### src/psil_pkg.sv
`default_nettype none
package psil_pkg;

  // ------------------------------------------------------------
  // clock and timing
  // ------------------------------------------------------------
  localparam int unsigned CLK_KHZ         = 250000;
  localparam int unsigned FAST_LOSS_NS    = 1300;
  localparam int unsigned FAST_LOSS_CYC   = FAST_LOSS_NS * CLK_KHZ / 1000000;
  localparam int unsigned LINK_LOSS_MS    = 50;
  localparam int unsigned LINK_LOSS_CYC   = LINK_LOSS_MS * CLK_KHZ;
  localparam int unsigned BLINK_HZ_0      = 2;
  localparam int unsigned BLINK_HZ_1      = 5;
  localparam int unsigned BLINK_HZ_2      = 10;
  localparam int unsigned BLINK_HZ_3      = 20;
  localparam int unsigned BLINK_HALF_0    = CLK_KHZ * 1000 / (2 * BLINK_HZ_0);
  localparam int unsigned BLINK_HALF_1    = CLK_KHZ * 1000 / (2 * BLINK_HZ_1);
  localparam int unsigned BLINK_HALF_2    = CLK_KHZ * 1000 / (2 * BLINK_HZ_2);
  localparam int unsigned BLINK_HALF_3    = CLK_KHZ * 1000 / (2 * BLINK_HZ_3);
  localparam int unsigned STRAP_WAIT_CYC  = 16;
  localparam int unsigned NLP_LINK_COUNT  = 7;
  localparam int unsigned TIMER_W         = 27;

  // ------------------------------------------------------------
  // register indices (byte address is four times the index)
  // ------------------------------------------------------------
  localparam logic [5:0] IDX_DIRECT_CTRL  = 6'h18;
  localparam logic [5:0] IDX_PHY_CTRL     = 6'h19;
  localparam logic [5:0] IDX_SD_CFG       = 6'h20;
  localparam logic [5:0] IDX_STATUS       = 6'h21;

  // ------------------------------------------------------------
  // field positions
  // ------------------------------------------------------------
  localparam int unsigned DC_VAL_LO       = 0;
  localparam int unsigned DC_EN_LO        = 3;
  localparam int unsigned DC_RATE_LO      = 6;
  localparam int unsigned DC_RX_ONLY      = 8;
  localparam int unsigned PC_MODE_LO      = 5;
  localparam int unsigned SD_FAST_BIT     = 0;

  // ------------------------------------------------------------
  // reset values
  // ------------------------------------------------------------
  localparam logic [15:0] DIRECT_CTRL_RST = 16'h0000;
  localparam logic [1:0]  MODE_RST        = 2'h1;
  localparam logic        SD_FAST_RST     = 1'b0;

  // ------------------------------------------------------------
  // types
  // ------------------------------------------------------------
  typedef enum logic [1:0] {
    MODE_LINK_ACT,
    MODE_COLLISION,
    MODE_DUPLEX
  } psil_mode_t;

  typedef enum logic {
    ST_STRAP_WAIT,
    ST_RUN
  } psil_strap_t;

  function automatic psil_mode_t psil_decode_mode(input logic [1:0] cfg);
    psil_mode_t m;
    m = MODE_LINK_ACT;
    if (cfg[0] == 1'b1) begin
      m = MODE_LINK_ACT;
    end else if (cfg[1] == 1'b0) begin
      m = MODE_COLLISION;
    end else begin
      m = MODE_DUPLEX;
    end
    return m;
  endfunction

  function automatic logic [15:0] psil_merge(input logic [15:0] old_val,
                                             input logic [31:0] wdata,
                                             input logic [3:0]  be);
    logic [15:0] r;
    r = old_val;
    if (be[0]) begin
      r[7:0] = wdata[7:0];
    end
    if (be[1]) begin
      r[15:8] = wdata[15:8];
    end
    return r;
  endfunction

endpackage
`default_nettype wire

### src/psil_link_if.sv
`default_nettype none
interface psil_link_if;
  logic speed_100;
  logic sig_detect;
  logic nlp_pulse;
  logic good_packet;
  logic fast_loss_en;
  logic link_up;

  modport core (
    output speed_100,
    output sig_detect,
    output nlp_pulse,
    output good_packet,
    output fast_loss_en,
    input  link_up
  );

  modport qual (
    input  speed_100,
    input  sig_detect,
    input  nlp_pulse,
    input  good_packet,
    input  fast_loss_en,
    output link_up
  );
endinterface
`default_nettype wire

### src/psil_link_qual.sv
`default_nettype none
module psil_link_qual #(
  parameter int unsigned LOSS_CYC = psil_pkg::LINK_LOSS_CYC
) (
  // clock and reset
  input wire logic   clock,
  input wire logic   resetn,
  // status from and link state to the indicator core
  psil_link_if.qual  lnk
);
  import psil_pkg::*;

  localparam logic [TIMER_W-1:0] LOSS_LIM = TIMER_W'(LOSS_CYC - 1);
  localparam logic [TIMER_W-1:0] FAST_LIM = TIMER_W'(FAST_LOSS_CYC - 1);
  localparam logic [2:0]         NLP_LAST = 3'(NLP_LINK_COUNT - 1);

  logic [TIMER_W-1:0] loss_cnt;
  logic [2:0]         nlp_cnt;
  logic               link_up;
  logic [TIMER_W-1:0] limit;
  logic               expired;

  assign limit   = (lnk.speed_100 && lnk.fast_loss_en) ? FAST_LIM : LOSS_LIM;
  assign expired = (loss_cnt >= limit);
  assign lnk.link_up = link_up;

  // ------------------------------------------------------------
  // loss timer and link state
  // ------------------------------------------------------------
  always_ff @(posedge clock or negedge resetn) begin
    if (!resetn) begin
      loss_cnt <= '0;
      nlp_cnt  <= '0;
      link_up  <= 1'b0;
    end else if (lnk.speed_100) begin
      nlp_cnt <= '0;
      if (lnk.sig_detect) begin
        loss_cnt <= '0;
        link_up  <= 1'b1;
      end else if (expired) begin
        link_up  <= 1'b0;
      end else begin
        loss_cnt <= loss_cnt + 1'b1;
      end
    end else if (lnk.good_packet) begin
      loss_cnt <= '0;
      link_up  <= 1'b1;
    end else if (lnk.nlp_pulse) begin
      loss_cnt <= '0;
      if (nlp_cnt == NLP_LAST) begin
        link_up <= 1'b1;
      end else begin
        nlp_cnt <= nlp_cnt + 1'b1;
      end
    end else if (expired) begin
      // pulse train broken: start counting again from zero
      nlp_cnt <= '0;
      link_up <= 1'b0;
    end else begin
      loss_cnt <= loss_cnt + 1'b1;
    end
  end

endmodule
`default_nettype wire

### src/psil_top.sv
// The Avalon-MM interface to the registers was left to the implementer.
`default_nettype none
// What this block does
// - Mode field low bit set: link output on for good link, off otherwise.
// - Mode field 00 or 10: link output on for link, blinks during activity.
// - Blink rate comes from the two-bit rate field, bits 7:6 of direct control.
// - Receive-only bit 8 clear counts transmit and receive; set counts receive only.
// - Mode 1: activity output on while transmit or receive activity present.
// - Mode 0: activity output shows collision status.
// - Mode 2: activity output shows duplex, on for full, off for half.
// - Speed output high at 100 Mb/s, low at 10, in every mode.
// - 10 Mb/s link after seven consecutive link pulses or one valid packet.
// - 100 Mb/s link declared when signal detect becomes true.
// - Link output drops when the standard link-loss timer expires.
// - Fast loss enabled at 100 Mb/s: link drops within about 1.3 us.
// - 10 Mb/s half-duplex collision indication follows MII COL.
// - Each strap sampled at reset: low gives active-high, high gives active-low.
// - Outputs can be driven directly; reading direct control never returns pins.
// - Mode field sits at bits 6:5 of the PHY control register, index 19h.
// - Mode field high bit is set by register write only, never strapped.
module psil_top #(
  parameter int unsigned LINK_LOSS_CYC = psil_pkg::LINK_LOSS_CYC,
  parameter int unsigned BLINK_HALF_0  = psil_pkg::BLINK_HALF_0,
  parameter int unsigned BLINK_HALF_1  = psil_pkg::BLINK_HALF_1,
  parameter int unsigned BLINK_HALF_2  = psil_pkg::BLINK_HALF_2,
  parameter int unsigned BLINK_HALF_3  = psil_pkg::BLINK_HALF_3
) (
  // clock and reset
  input  wire logic        CLOCK,
  input  wire logic        RESETN,
  // avalon-mm slave
  input  wire logic [7:0]  AVS_ADDRESS,
  input  wire logic        AVS_READ,
  input  wire logic        AVS_WRITE,
  input  wire logic [31:0] AVS_WRITEDATA,
  input  wire logic [3:0]  AVS_BYTEENABLE,
  output logic      [31:0] AVS_READDATA,
  output logic             AVS_WAITREQUEST,
  // transceiver status, same clock
  input  wire logic        SPEED_100,
  input  wire logic        FULL_DUPLEX,
  input  wire logic        TX_ACTIVE,
  input  wire logic        RX_ACTIVE,
  input  wire logic        MII_COL,
  input  wire logic        SIGNAL_DETECT_100,
  input  wire logic        NLP_RECEIVED,
  input  wire logic        VALID_PACKET_10,
  // link indicator pin
  input  wire logic        LINK_INDICATOR_IN,
  output logic             LINK_INDICATOR_OUT,
  output logic             LINK_INDICATOR_OE,
  // speed indicator pin
  input  wire logic        SPEED_INDICATOR_IN,
  output logic             SPEED_INDICATOR_OUT,
  output logic             SPEED_INDICATOR_OE,
  // activity indicator pin
  input  wire logic        ACTIVITY_INDICATOR_IN,
  output logic             ACTIVITY_INDICATOR_OUT,
  output logic             ACTIVITY_INDICATOR_OE
);
  import psil_pkg::*;

  localparam logic [TIMER_W-1:0] STRAP_LAST = TIMER_W'(STRAP_WAIT_CYC - 1);

  // ------------------------------------------------------------
  // register storage
  // ------------------------------------------------------------
  logic [15:0]        indicator_direct_ctrl;
  logic [1:0]         indicator_mode_cfg;
  logic               fast_loss_enable;

  logic               ack;
  logic [5:0]         reg_idx;
  logic               wr_go;
  logic [31:0]        next_readdata;

  logic [1:0]         flash_rate_sel;
  logic               activity_receive_only;
  logic [2:0]         direct_en;
  logic [2:0]         direct_val;

  // ------------------------------------------------------------
  // strap capture and pin synchronisers
  // ------------------------------------------------------------
  logic [2:0]         strap_meta;
  logic [2:0]         strap_sync;
  logic [2:0]         strap_level;
  psil_strap_t        strap_state;
  logic [TIMER_W-1:0] strap_cnt;

  // ------------------------------------------------------------
  // status and indicator logic
  // ------------------------------------------------------------
  logic               activity;
  logic               collision;
  logic               link_up;
  psil_mode_t         mode;
  logic [TIMER_W-1:0] blink_cnt;
  logic [TIMER_W-1:0] blink_lim;
  logic               blink_tick;
  logic               blink_phase;
  logic               link_status;
  logic               act_status;
  logic [2:0]         status_vec;
  logic [2:0]         drive_vec;
  logic [2:0]         pin_out;
  logic               pin_oe;

  psil_link_if        lnk ();

  assign flash_rate_sel        = indicator_direct_ctrl[DC_RATE_LO +: 2];
  assign activity_receive_only = indicator_direct_ctrl[DC_RX_ONLY];
  assign direct_en             = indicator_direct_ctrl[DC_EN_LO +: 3];
  assign direct_val            = indicator_direct_ctrl[DC_VAL_LO +: 3];

  // ------------------------------------------------------------
  // avalon slave: one wait cycle, then answer
  // ------------------------------------------------------------
  assign reg_idx         = AVS_ADDRESS[7:2];
  assign AVS_WAITREQUEST = (AVS_READ || AVS_WRITE) && !ack;
  assign wr_go           = AVS_WRITE && ack;

  always_ff @(posedge CLOCK or negedge RESETN) begin
    if (!RESETN) begin
      ack <= 1'b0;
    end else begin
      ack <= (AVS_READ || AVS_WRITE) && !ack;
    end
  end

  always_comb begin
    next_readdata = 32'h0000_0000;
    unique case (reg_idx)
      IDX_DIRECT_CTRL: begin
        // stored bits only, never the live pins
        next_readdata[15:0] = indicator_direct_ctrl;
      end
      IDX_PHY_CTRL: begin
        next_readdata[PC_MODE_LO +: 2] = indicator_mode_cfg;
      end
      IDX_SD_CFG: begin
        next_readdata[SD_FAST_BIT] = fast_loss_enable;
      end
      IDX_STATUS: begin
        next_readdata[0]   = link_up;
        next_readdata[1]   = SPEED_100;
        next_readdata[2]   = FULL_DUPLEX;
        next_readdata[3]   = activity;
        next_readdata[4]   = collision;
        next_readdata[7:5] = strap_level;
        next_readdata[8]   = (strap_state == ST_RUN);
      end
      default: begin
        next_readdata = 32'h0000_0000;
      end
    endcase
  end

  always_ff @(posedge CLOCK or negedge RESETN) begin
    if (!RESETN) begin
      AVS_READDATA <= 32'h0000_0000;
    end else if (AVS_READ && !ack) begin
      AVS_READDATA <= next_readdata;
    end
  end

  always_ff @(posedge CLOCK or negedge RESETN) begin
    if (!RESETN) begin
      indicator_direct_ctrl <= DIRECT_CTRL_RST;
    end else if (wr_go && reg_idx == IDX_DIRECT_CTRL) begin
      indicator_direct_ctrl <= psil_merge(indicator_direct_ctrl, AVS_WRITEDATA,
                                          AVS_BYTEENABLE);
    end
  end

  // high mode bit has no strap source, only this write path
  always_ff @(posedge CLOCK or negedge RESETN) begin
    if (!RESETN) begin
      indicator_mode_cfg <= MODE_RST;
    end else if (wr_go && reg_idx == IDX_PHY_CTRL && AVS_BYTEENABLE[0]) begin
      indicator_mode_cfg <= AVS_WRITEDATA[PC_MODE_LO +: 2];
    end
  end

  always_ff @(posedge CLOCK or negedge RESETN) begin
    if (!RESETN) begin
      fast_loss_enable <= SD_FAST_RST;
    end else if (wr_go && reg_idx == IDX_SD_CFG && AVS_BYTEENABLE[0]) begin
      fast_loss_enable <= AVS_WRITEDATA[SD_FAST_BIT];
    end
  end

  // ------------------------------------------------------------
  // strap pins: two-flop sync, latched once after reset
  // ------------------------------------------------------------
  always_ff @(posedge CLOCK or negedge RESETN) begin
    if (!RESETN) begin
      strap_meta <= 3'h0;
      strap_sync <= 3'h0;
    end else begin
      strap_meta <= {ACTIVITY_INDICATOR_IN, SPEED_INDICATOR_IN, LINK_INDICATOR_IN};
      strap_sync <= strap_meta;
    end
  end

  always_ff @(posedge CLOCK or negedge RESETN) begin
    if (!RESETN) begin
      strap_state <= ST_STRAP_WAIT;
      strap_cnt   <= '0;
      strap_level <= 3'h0;
    end else begin
      unique case (strap_state)
        ST_STRAP_WAIT: begin
          if (strap_cnt == STRAP_LAST) begin
            strap_level <= strap_sync;
            strap_state <= ST_RUN;
          end else begin
            strap_cnt <= strap_cnt + 1'b1;
          end
        end
        ST_RUN: begin
          strap_state <= ST_RUN;
        end
      endcase
    end
  end

  // ------------------------------------------------------------
  // link qualification
  // ------------------------------------------------------------
  assign lnk.speed_100    = SPEED_100;
  assign lnk.sig_detect   = SIGNAL_DETECT_100;
  assign lnk.nlp_pulse    = NLP_RECEIVED;
  assign lnk.good_packet  = VALID_PACKET_10;
  assign lnk.fast_loss_en = fast_loss_enable;
  assign link_up          = lnk.link_up;

  psil_link_qual #(
    .LOSS_CYC (LINK_LOSS_CYC)
  ) u_link_qual (
    .clock  (CLOCK),
    .resetn (RESETN),
    .lnk    (lnk.qual)
  );

  // ------------------------------------------------------------
  // activity, collision, mode
  // ------------------------------------------------------------
  assign activity  = activity_receive_only ? RX_ACTIVE : (RX_ACTIVE || TX_ACTIVE);
  // collision reporting is off in full duplex
  assign collision = MII_COL && !FULL_DUPLEX;
  assign mode      = psil_decode_mode(indicator_mode_cfg);

  // ------------------------------------------------------------
  // blink divider
  // ------------------------------------------------------------
  always_comb begin
    blink_lim = TIMER_W'(BLINK_HALF_0 - 1);
    unique case (flash_rate_sel)
      2'h0: blink_lim = TIMER_W'(BLINK_HALF_0 - 1);
      2'h1: blink_lim = TIMER_W'(BLINK_HALF_1 - 1);
      2'h2: blink_lim = TIMER_W'(BLINK_HALF_2 - 1);
      2'h3: blink_lim = TIMER_W'(BLINK_HALF_3 - 1);
    endcase
  end

  assign blink_tick = (blink_cnt >= blink_lim);

  always_ff @(posedge CLOCK or negedge RESETN) begin
    if (!RESETN) begin
      blink_cnt <= '0;
    end else if (blink_tick) begin
      blink_cnt <= '0;
    end else begin
      blink_cnt <= blink_cnt + 1'b1;
    end
  end

  always_ff @(posedge CLOCK or negedge RESETN) begin
    if (!RESETN) begin
      blink_phase <= 1'b0;
    end else if (blink_tick) begin
      blink_phase <= !blink_phase;
    end
  end

  // ------------------------------------------------------------
  // per-mode indicator functions
  // ------------------------------------------------------------
  always_comb begin
    link_status = link_up;
    act_status  = activity;
    unique case (mode)
      MODE_LINK_ACT: begin
        link_status = link_up;
        act_status  = activity;
      end
      MODE_COLLISION: begin
        link_status = link_up && !(activity && blink_phase);
        act_status  = collision;
      end
      MODE_DUPLEX: begin
        link_status = link_up && !(activity && blink_phase);
        act_status  = FULL_DUPLEX;
      end
    endcase
  end

  // bit order: 0 link, 1 speed, 2 activity
  assign status_vec = {act_status, SPEED_100, link_status};
  assign drive_vec  = (direct_en & direct_val) | (~direct_en & status_vec);

  // ------------------------------------------------------------
  // output pins: released until straps are latched
  // ------------------------------------------------------------
  always_ff @(posedge CLOCK or negedge RESETN) begin
    if (!RESETN) begin
      pin_out <= 3'h0;
      pin_oe  <= 1'b0;
    end else if (strap_state == ST_RUN) begin
      // strap high makes the output active low
      pin_out <= drive_vec ^ strap_level;
      pin_oe  <= 1'b1;
    end else begin
      pin_out <= 3'h0;
      pin_oe  <= 1'b0;
    end
  end

  assign LINK_INDICATOR_OUT     = pin_out[0];
  assign SPEED_INDICATOR_OUT    = pin_out[1];
  assign ACTIVITY_INDICATOR_OUT = pin_out[2];
  assign LINK_INDICATOR_OE      = pin_oe;
  assign SPEED_INDICATOR_OE     = pin_oe;
  assign ACTIVITY_INDICATOR_OE  = pin_oe;

endmodule
`default_nettype wire

### config.mk
export PLATFORM = sky130hd
export DESIGN_NAME = psil_top
export DESIGN_NICKNAME = d
export VERILOG_FILES = /design/src/psil_pkg.sv /design/src/psil_link_if.sv /design/src/psil_link_qual.sv /design/src/psil_top.sv
export SDC_FILE = /design/constraint.sdc
export NUM_CORES = 1
export LEC_CHECK = 0
export ABC_AREA = 1
export BUFFER_PORTS_ARGS = -buffer_cell sky130_fd_sc_hd__buf_2
export CORE_MARGIN = 2
export CORE_UTILIZATION = 38
export DETAILED_ROUTE_END_ITERATION = 16
export HOLD_SLACK_MARGIN = 0.03
export MAX_ROUTING_LAYER = met4
export PLACE_DENSITY = 0.6
export SYNTH_ARGS = -nofsm -noshare
export SYNTH_HDL_FRONTEND = slang
export SYNTH_HIERARCHICAL = 1
export SYNTH_SLANG_ARGS = --single-unit
export TNS_END_PERCENT = 30
### constraint.sdc
create_clock -name CLOCK -period 3.9 [get_ports CLOCK]
set_input_delay 0.39 -clock CLOCK [delete_from_list [all_inputs] [get_ports CLOCK]]
set_output_delay 0.39 -clock CLOCK [all_outputs]
set_load 0.005 [all_outputs]
==> flow_metrics.tcl, run 1 <==
set metrics [dict create \
    outcome "finished, violations left" \
    violations "hold timing" \
    drt_wl_total_microns 21000 \
    hpwlAfterDp_microns 15300 \
    timing_worst_setup_path_type "reg -> reg" \
    synth_area_per_cell_sq_um 7.14 \
    dr.pass1.iters 5 \
    grt_usage_pct 20.0 \
    report.final.slew_viol_count 0 \
    vias 7288 \
    finish.net_count 1298 \
    async_reset_ff_share_pct 100 \
    rows 53 \
    fin_total_pwr_mw 3.63 \
    fin_crit_ns 2.75 \
    port_buffers 61 \
    area_growth_pct 14.0 \
    cts_buffer_depth 2 \
    htree_levels 4 \
    fillers 2160 \
    place_congestion 0.908 \
    hp-class "in -> async" \
    pin_count 98 \
    powerDensity_nw_per_um2 386 \
    synth.distinct_cells 45 \
    antenna_found_initial 0 \
    route.met3.wl_microns 903 \
    maxCapViolations 0 \
    hold_slack_ns -0.00274 \
    cp-start-kind "register" \
    drc 0 \
    post-place-cells 1471 \
    ant_nets 0 \
    cp.arrival_ns 3.07 \
    grt_pass1_wl_microns 34900 \
    clock_latency_ns 0.42 \
    fp.dieW_microns 151 \
    clock-sinks 136 \
    required_ns 4.21 \
    cts_root_buffer "clkbuf_16" \
    synth_cells 1156 \
    final-hold-violation-count 1 \
    clkTransAtPathRegs_ns 0.06 \
    path_max_fanout 19 \
    grt_max_degree 88 \
    antennaDiodeCount 0 \
    cts_hold_buf 0 \
    ys_ff_latch 136 \
    core-area_sq_um 21200 \
    ctsResizeCount 0 \
    setup-violations-final 0 \
    rsz0062_at_grt "false" \
    tns_ns 0 \
    postCtsSetupRepairBufs 0 \
    synth-edff-count 0 \
    synth_sequential_area_ratio_pct 41.3 \
    timing.final.crit_share_pct 70.6 \
    ir_worst_vdd_uv 230 \
    yosysWarnings 6 \
    max_slew_margin_pct 35.2 \
    cts_tree "done" \
    post-route-util_pct 44.5 \
    met2_length_microns 9630 \
    layout_common_cells "nand2_1, nor2_1, dfrtp_1" \
    start_util_pct 39.0 \
    routedWlPerCell_microns 14.0 \
    synth_flop_cell "dfrtp_1" \
    drt_iter0_drc 388 \
    drive_gt1_share_pct 9.54 \
    layout.cells.most_common "nand2_1" \
    worstMarginPinSlew_ns 0.964 \
    routed.top_layer "met4" \
    die-area_sq_um 22900 \
    die_h_microns 151 \
    synth_area_sq_um 8250 \
    max_freq_mhz 363 \
    grt.overflow.total 0 \
    cts_buffers 17 \
    route.layer.met1.wl_microns 9920 \
    cellLeakagePower_nw 4.62 \
    critPathCaptureType "register" \
    via_per_inst 4.85 \
    fin_cells 1502 \
    finClkSkew_ns 0.00844 \
    first_global_vias 6991 \
]
layout make-up:
class / count / area (sq um) / share of cell area [%]
Inverter: 135 / 509 / 5.42
Timing Repair Buffer: 64 / 347 / 3.69
Multi-Input combinational cell: 861 / 4110 / 43.7
Tap cell: 275 / 344 / 3.66
Clock buffer: 20 / 467 / 4.96
Sequential cell: 136 / 3400 / 36.2
Clock inverter: 11 / 219 / 2.33
Yosys cell counts, drive strengths merged, types with 2 or more instances:
library cell,number,area share (%)
nor3,27,1.8
or2,3,0.23
nand4,20,1.6
nor4,4,0.38
clkbuf,7,0.32
ha,24,3.6
inv,135,6.2
o21bai,3,0.27
buf,32,3.1
and3,2,0.15
xnor2,7,0.74
nand3b,3,0.27
xor2,31,3.3
nor2,185,8.4
a21o,3,0.27
o21ai,55,3.4
a21oi,41,2.7
nand2,351,16
dfrtp,135,41
nand3,80,5.1
registers in the layout, summed over array words and instances, names as in the netlist, 16 cells and up:
register,flops
blink_cnt,27
u_link_qual/loss_cnt,27
strap_cnt,27
indicator_direct_ctrl,16
AVS_READDATA,16
worst max-delay path: stages (launching register included):
cell	delay, ns
dfrtp_1	0.64
nand2_4	0.22
ha_1	0.35
a21oi_1	0.17
nand2_1	0.07
a21boi_0	0.18
nand3_1	0.12
nand2_2	0.18
nand2_4	0.18
inv_4	0.24
nand2_1	0.10
o21ai_1	0.13
nor2_1	0.05
metal layers:
layer / track usage [%] / up-vias
li1: - / 3738
met1: 26.6 / 3376
met2: 30.8 / 141
met3: 3.67 / 33
met4: 6.92 / 0
met5: - / -
per-stage QoR:
stage / area [sq um] / hold WS, ns / setup slack [ns]
final: 9400 / -0.00274 / 1.15
after global routing: 9400 / 0.0538 / 0.905
after CTS: 9400 / 0.0499 / 1.20
after detailed placement: 8720 / 0.336 / 1.15
after global placement: 8720 / 0.337 / 1.18
after floorplan: 8310 / 0.0944 / 1.84
report_power, final:
group          internal [mW]  switching (mW)
sequential              1.46          0.0457
combinational         0.0836           0.165
clock                   1.25           0.628
total                   2.79           0.839
cell families after synthesis:
family | after synthesis | synth area share (%)
compound gates | 107 | 7.10
xor+xnor | 38 | 4.03
fa+ha+maj | 24 | 3.64
buf+inv | 174 | 9.55
flops | 136 | 41.3
other cells | 1 | 0.0455
simple gates | 676 | 34.4
worst paths after layout:
kind | slack, ns | endpoint | cells past startpoint | start
setup reg to reg | 1.15 | u_link_qual/loss_cnt[11] | 12 | fast_loss_enable
hold / removal | -0.003 | blink_cnt[6] | 1 | RESETN
hold reg to reg | 0.35 | strap_sync[2] | 0 | strap_meta[2]
max in group asynchronous | 3.15 | u_link_qual/loss_cnt[10] | 2 | RESETN
min in group CLOCK | 0.07 | strap_meta[2] | 1 | ACTIVITY_INDICATOR_IN
setup / recovery | 1.15 | u_link_qual/loss_cnt[11] | 12 | fast_loss_enable
Note: power is estimated with default switching activity, not from simulation.
==> run 2: changes to the inputs <==
Settings changed: PLACE_DENSITY 0.6 to 0.62.
Clock period 3.9 ns to 2.25 ns, I/O delays scaled along.
==> flow_metrics.tcl, run 2 (same netlist as run 1, synthesis figures left out) <==
set metrics [dict create \
    holdPathEnd "indicator_direct_ctrl[9]" \
    crit_family "simple AND/OR/NAND/NOR gates" \
    required_ns 2.53 \
    finClkSkew_ns 0.00788 \
    whs_path_depth 3 \
    rrSetupSlack_ns 0.17 \
    drt_iter0_drc 505 \
    cp_slowest_cell "dfrtp_1" \
    hp-class "in -> reg" \
    fillers 2166 \
    timing.final.crit_share_pct 92.4 \
    postPlaceCellArea_sq_um 8910 \
    ant_nets 0 \
    routedWlPerCell_microns 13.6 \
    rows 53 \
    clkTransAtPathRegs_ns 0.06 \
    largestRegisters "blink_cnt (27), strap_cnt (27), u_link_qual/loss_cnt (27)" \
    grt_max_degree 52 \
    dr.pass1.iters 5 \
    r2r_start "fast_loss_enable" \
    fin_cells 1532 \
    finish.net_count 1327 \
    start_util_pct 39.0 \
    clock-sinks 136 \
    max_slew_margin_pct 61.5 \
    antennaDiodeCount 0 \
    die-area_sq_um 22900 \
    post-route-util_pct 45.4 \
    critPathCaptureType "register" \
    setup_ws_ns 0.172 \
    rsz0062_at_grt "false" \
    pin_count 98 \
    grt.overflow.total 0 \
    final-hold-violation-count 0 \
    vias 7445 \
    r2r_cells 13 \
    ir_worst_vdd_uv 436 \
    core-area_sq_um 21200 \
    hpwlAfterDp_microns 15600 \
    antenna_found_initial 0 \
    place_congestion 0.921 \
    outcome "complete, no violations" \
    drive_gt1_share_pct 11.5 \
    cp.arrival_ns 2.36 \
    drt_wl_total_microns 20800 \
    path_common_cell "nand2_1" \
    cts_root_buffer "clkbuf_16" \
    fin_crit_ns 2.08 \
    path_cells "nand2_4, ha_1, a21oi_1, nand2_1, a21boi_0, nand3_1, nand2_2, nand2_4, buf_4, nor2_1, nand2_1, nand2_1, nor2_1" \
    postCtsSetupRepairBufs 0 \
    cellLeakagePower_nw 4.74 \
    slowest_delay_ns 0.39 \
    cts_buffer_depth 2 \
    report.final.slew_viol_count 0 \
    path_max_fanout 9 \
    powerDensity_nw_per_um2 625 \
    cts_buffers 17 \
    dp_worst_setup_slack_ns 0.119 \
    first_global_vias 6965 \
    timing_worst_setup_path_type "reg -> reg" \
    cp-start-kind "register" \
    cts_tree "done" \
    layout_common_cells "nand2_1, nor2_1, dfrtp_1" \
    port_buffers 61 \
    hold_path.startpoint "AVS_WRITEDATA[9]" \
    grt_pass1_wl_microns 34500 \
    cp_num_buf_inv 1 \
    grt_usage_pct 19.7 \
    post-place-cells 1495 \
    stdcell_area_sq_um 9610 \
    htree_levels 4 \
    drc 0 \
    area_growth_pct 16.4 \
    clock_latency_ns 0.42 \
    reg2reg_to "u_link_qual/loss_cnt[17]" \
    die_h_microns 151 \
    layout.cells.most_common "nand2_1" \
    via_per_inst 4.86 \
    fp.dieW_microns 151 \
    tns_ns 0 \
    worstMarginPinSlew_ns 0.577 \
    max_freq_mhz 481 \
    maxCapViolations 0 \
    setup-violations-final 0 \
]
[run 2: cell count changes in the layout (fill, tap and decap cells not counted), sizes merged]
cell / delta
buf: +24
dlygate4sd3: +5
bufinv: -3
clkbuf: +2
clkinvlp: +1
inv: +1
[run 2: worst max-delay path by stage]
stage / start / endpoint / slack [ns] / cells after the start
finish: fast_loss_enable / u_link_qual/loss_cnt[17] / 0.17 / 13
detailed placement: indicator_direct_ctrl[7] / blink_cnt[15] / 0.12 / 11
CTS: indicator_direct_ctrl[7] / blink_cnt[15] / 0.11 / 11
global placement: indicator_direct_ctrl[7] / blink_cnt[17] / 0.18 / 11
floorplan: fast_loss_enable / u_link_qual/loss_cnt[17] / 0.19 / 15
global route: fast_loss_enable / u_link_qual/loss_cnt[12] / 0.006 / 13
[run 2: repair_timing]
| action | 4_1_cts | 5_1_grt |
|---|---|---|
| gates resized for setup | 0 | 7 |
| hold endpoints to repair | 53 | 0 |
| endpoints found under the setup margin | 0 | 24 |
| hold buffers | 5 | 0 |
[run 2: metrics by stage]
step	total power, mW	hold WS [ns]
global route	6.27	0.0615
detailed placement	3.10	0.208
global placement	3.09	0.206
floorplan	2.88	-0.0706
finish	6.00	0.0647
CTS	6.07	0.0472
[run 2: per-layer routing]
layer / routed length (microns) / GRT usage [%] / up-vias
met2: 9670 / 30.7 / 148
met4: 282 / 5.47 / 0
li1: - / - / 3796
met1: 9960 / 26.4 / 3480
met5: 0 / - / -
met3: 863 / 3.70 / 21
[run 2: power by group]
group | switching [mW] | total (mW) | internal (mW)
Combinational | 0.299 | 0.470 | 0.170
Clock | 1.07 | 2.94 | 1.87
Sequential | 0.0671 | 2.59 | 2.52
Total | 1.44 | 6.00 | 4.56
[run 2: area by class of cell]
cell class | count | area [sq um] | share of cell area (%)
multi-input cells | 861 | 4120 | 42.9
clock inverters | 10 | 141 | 1.47
flip-flops and latches | 136 | 3410 | 35.5
well taps | 275 | 344 | 3.58
inverters | 135 | 512 | 5.33
clock buffers | 22 | 484 | 5.04
repair buffers | 93 | 597 | 6.21
[run 2: worst reg2reg max path, cell delays in order (launching register included)]
cell      delay [ns]
dfrtp_1         0.39
nand2_4         0.11
ha_1            0.30
a21oi_1         0.14
nand2_1         0.05
a21boi_0        0.15
nand3_1         0.14
nand2_2         0.11
nand2_4         0.11
buf_4           0.20
nor2_1          0.08
nand2_1         0.05
nand2_1         0.07
nor2_1          0.04
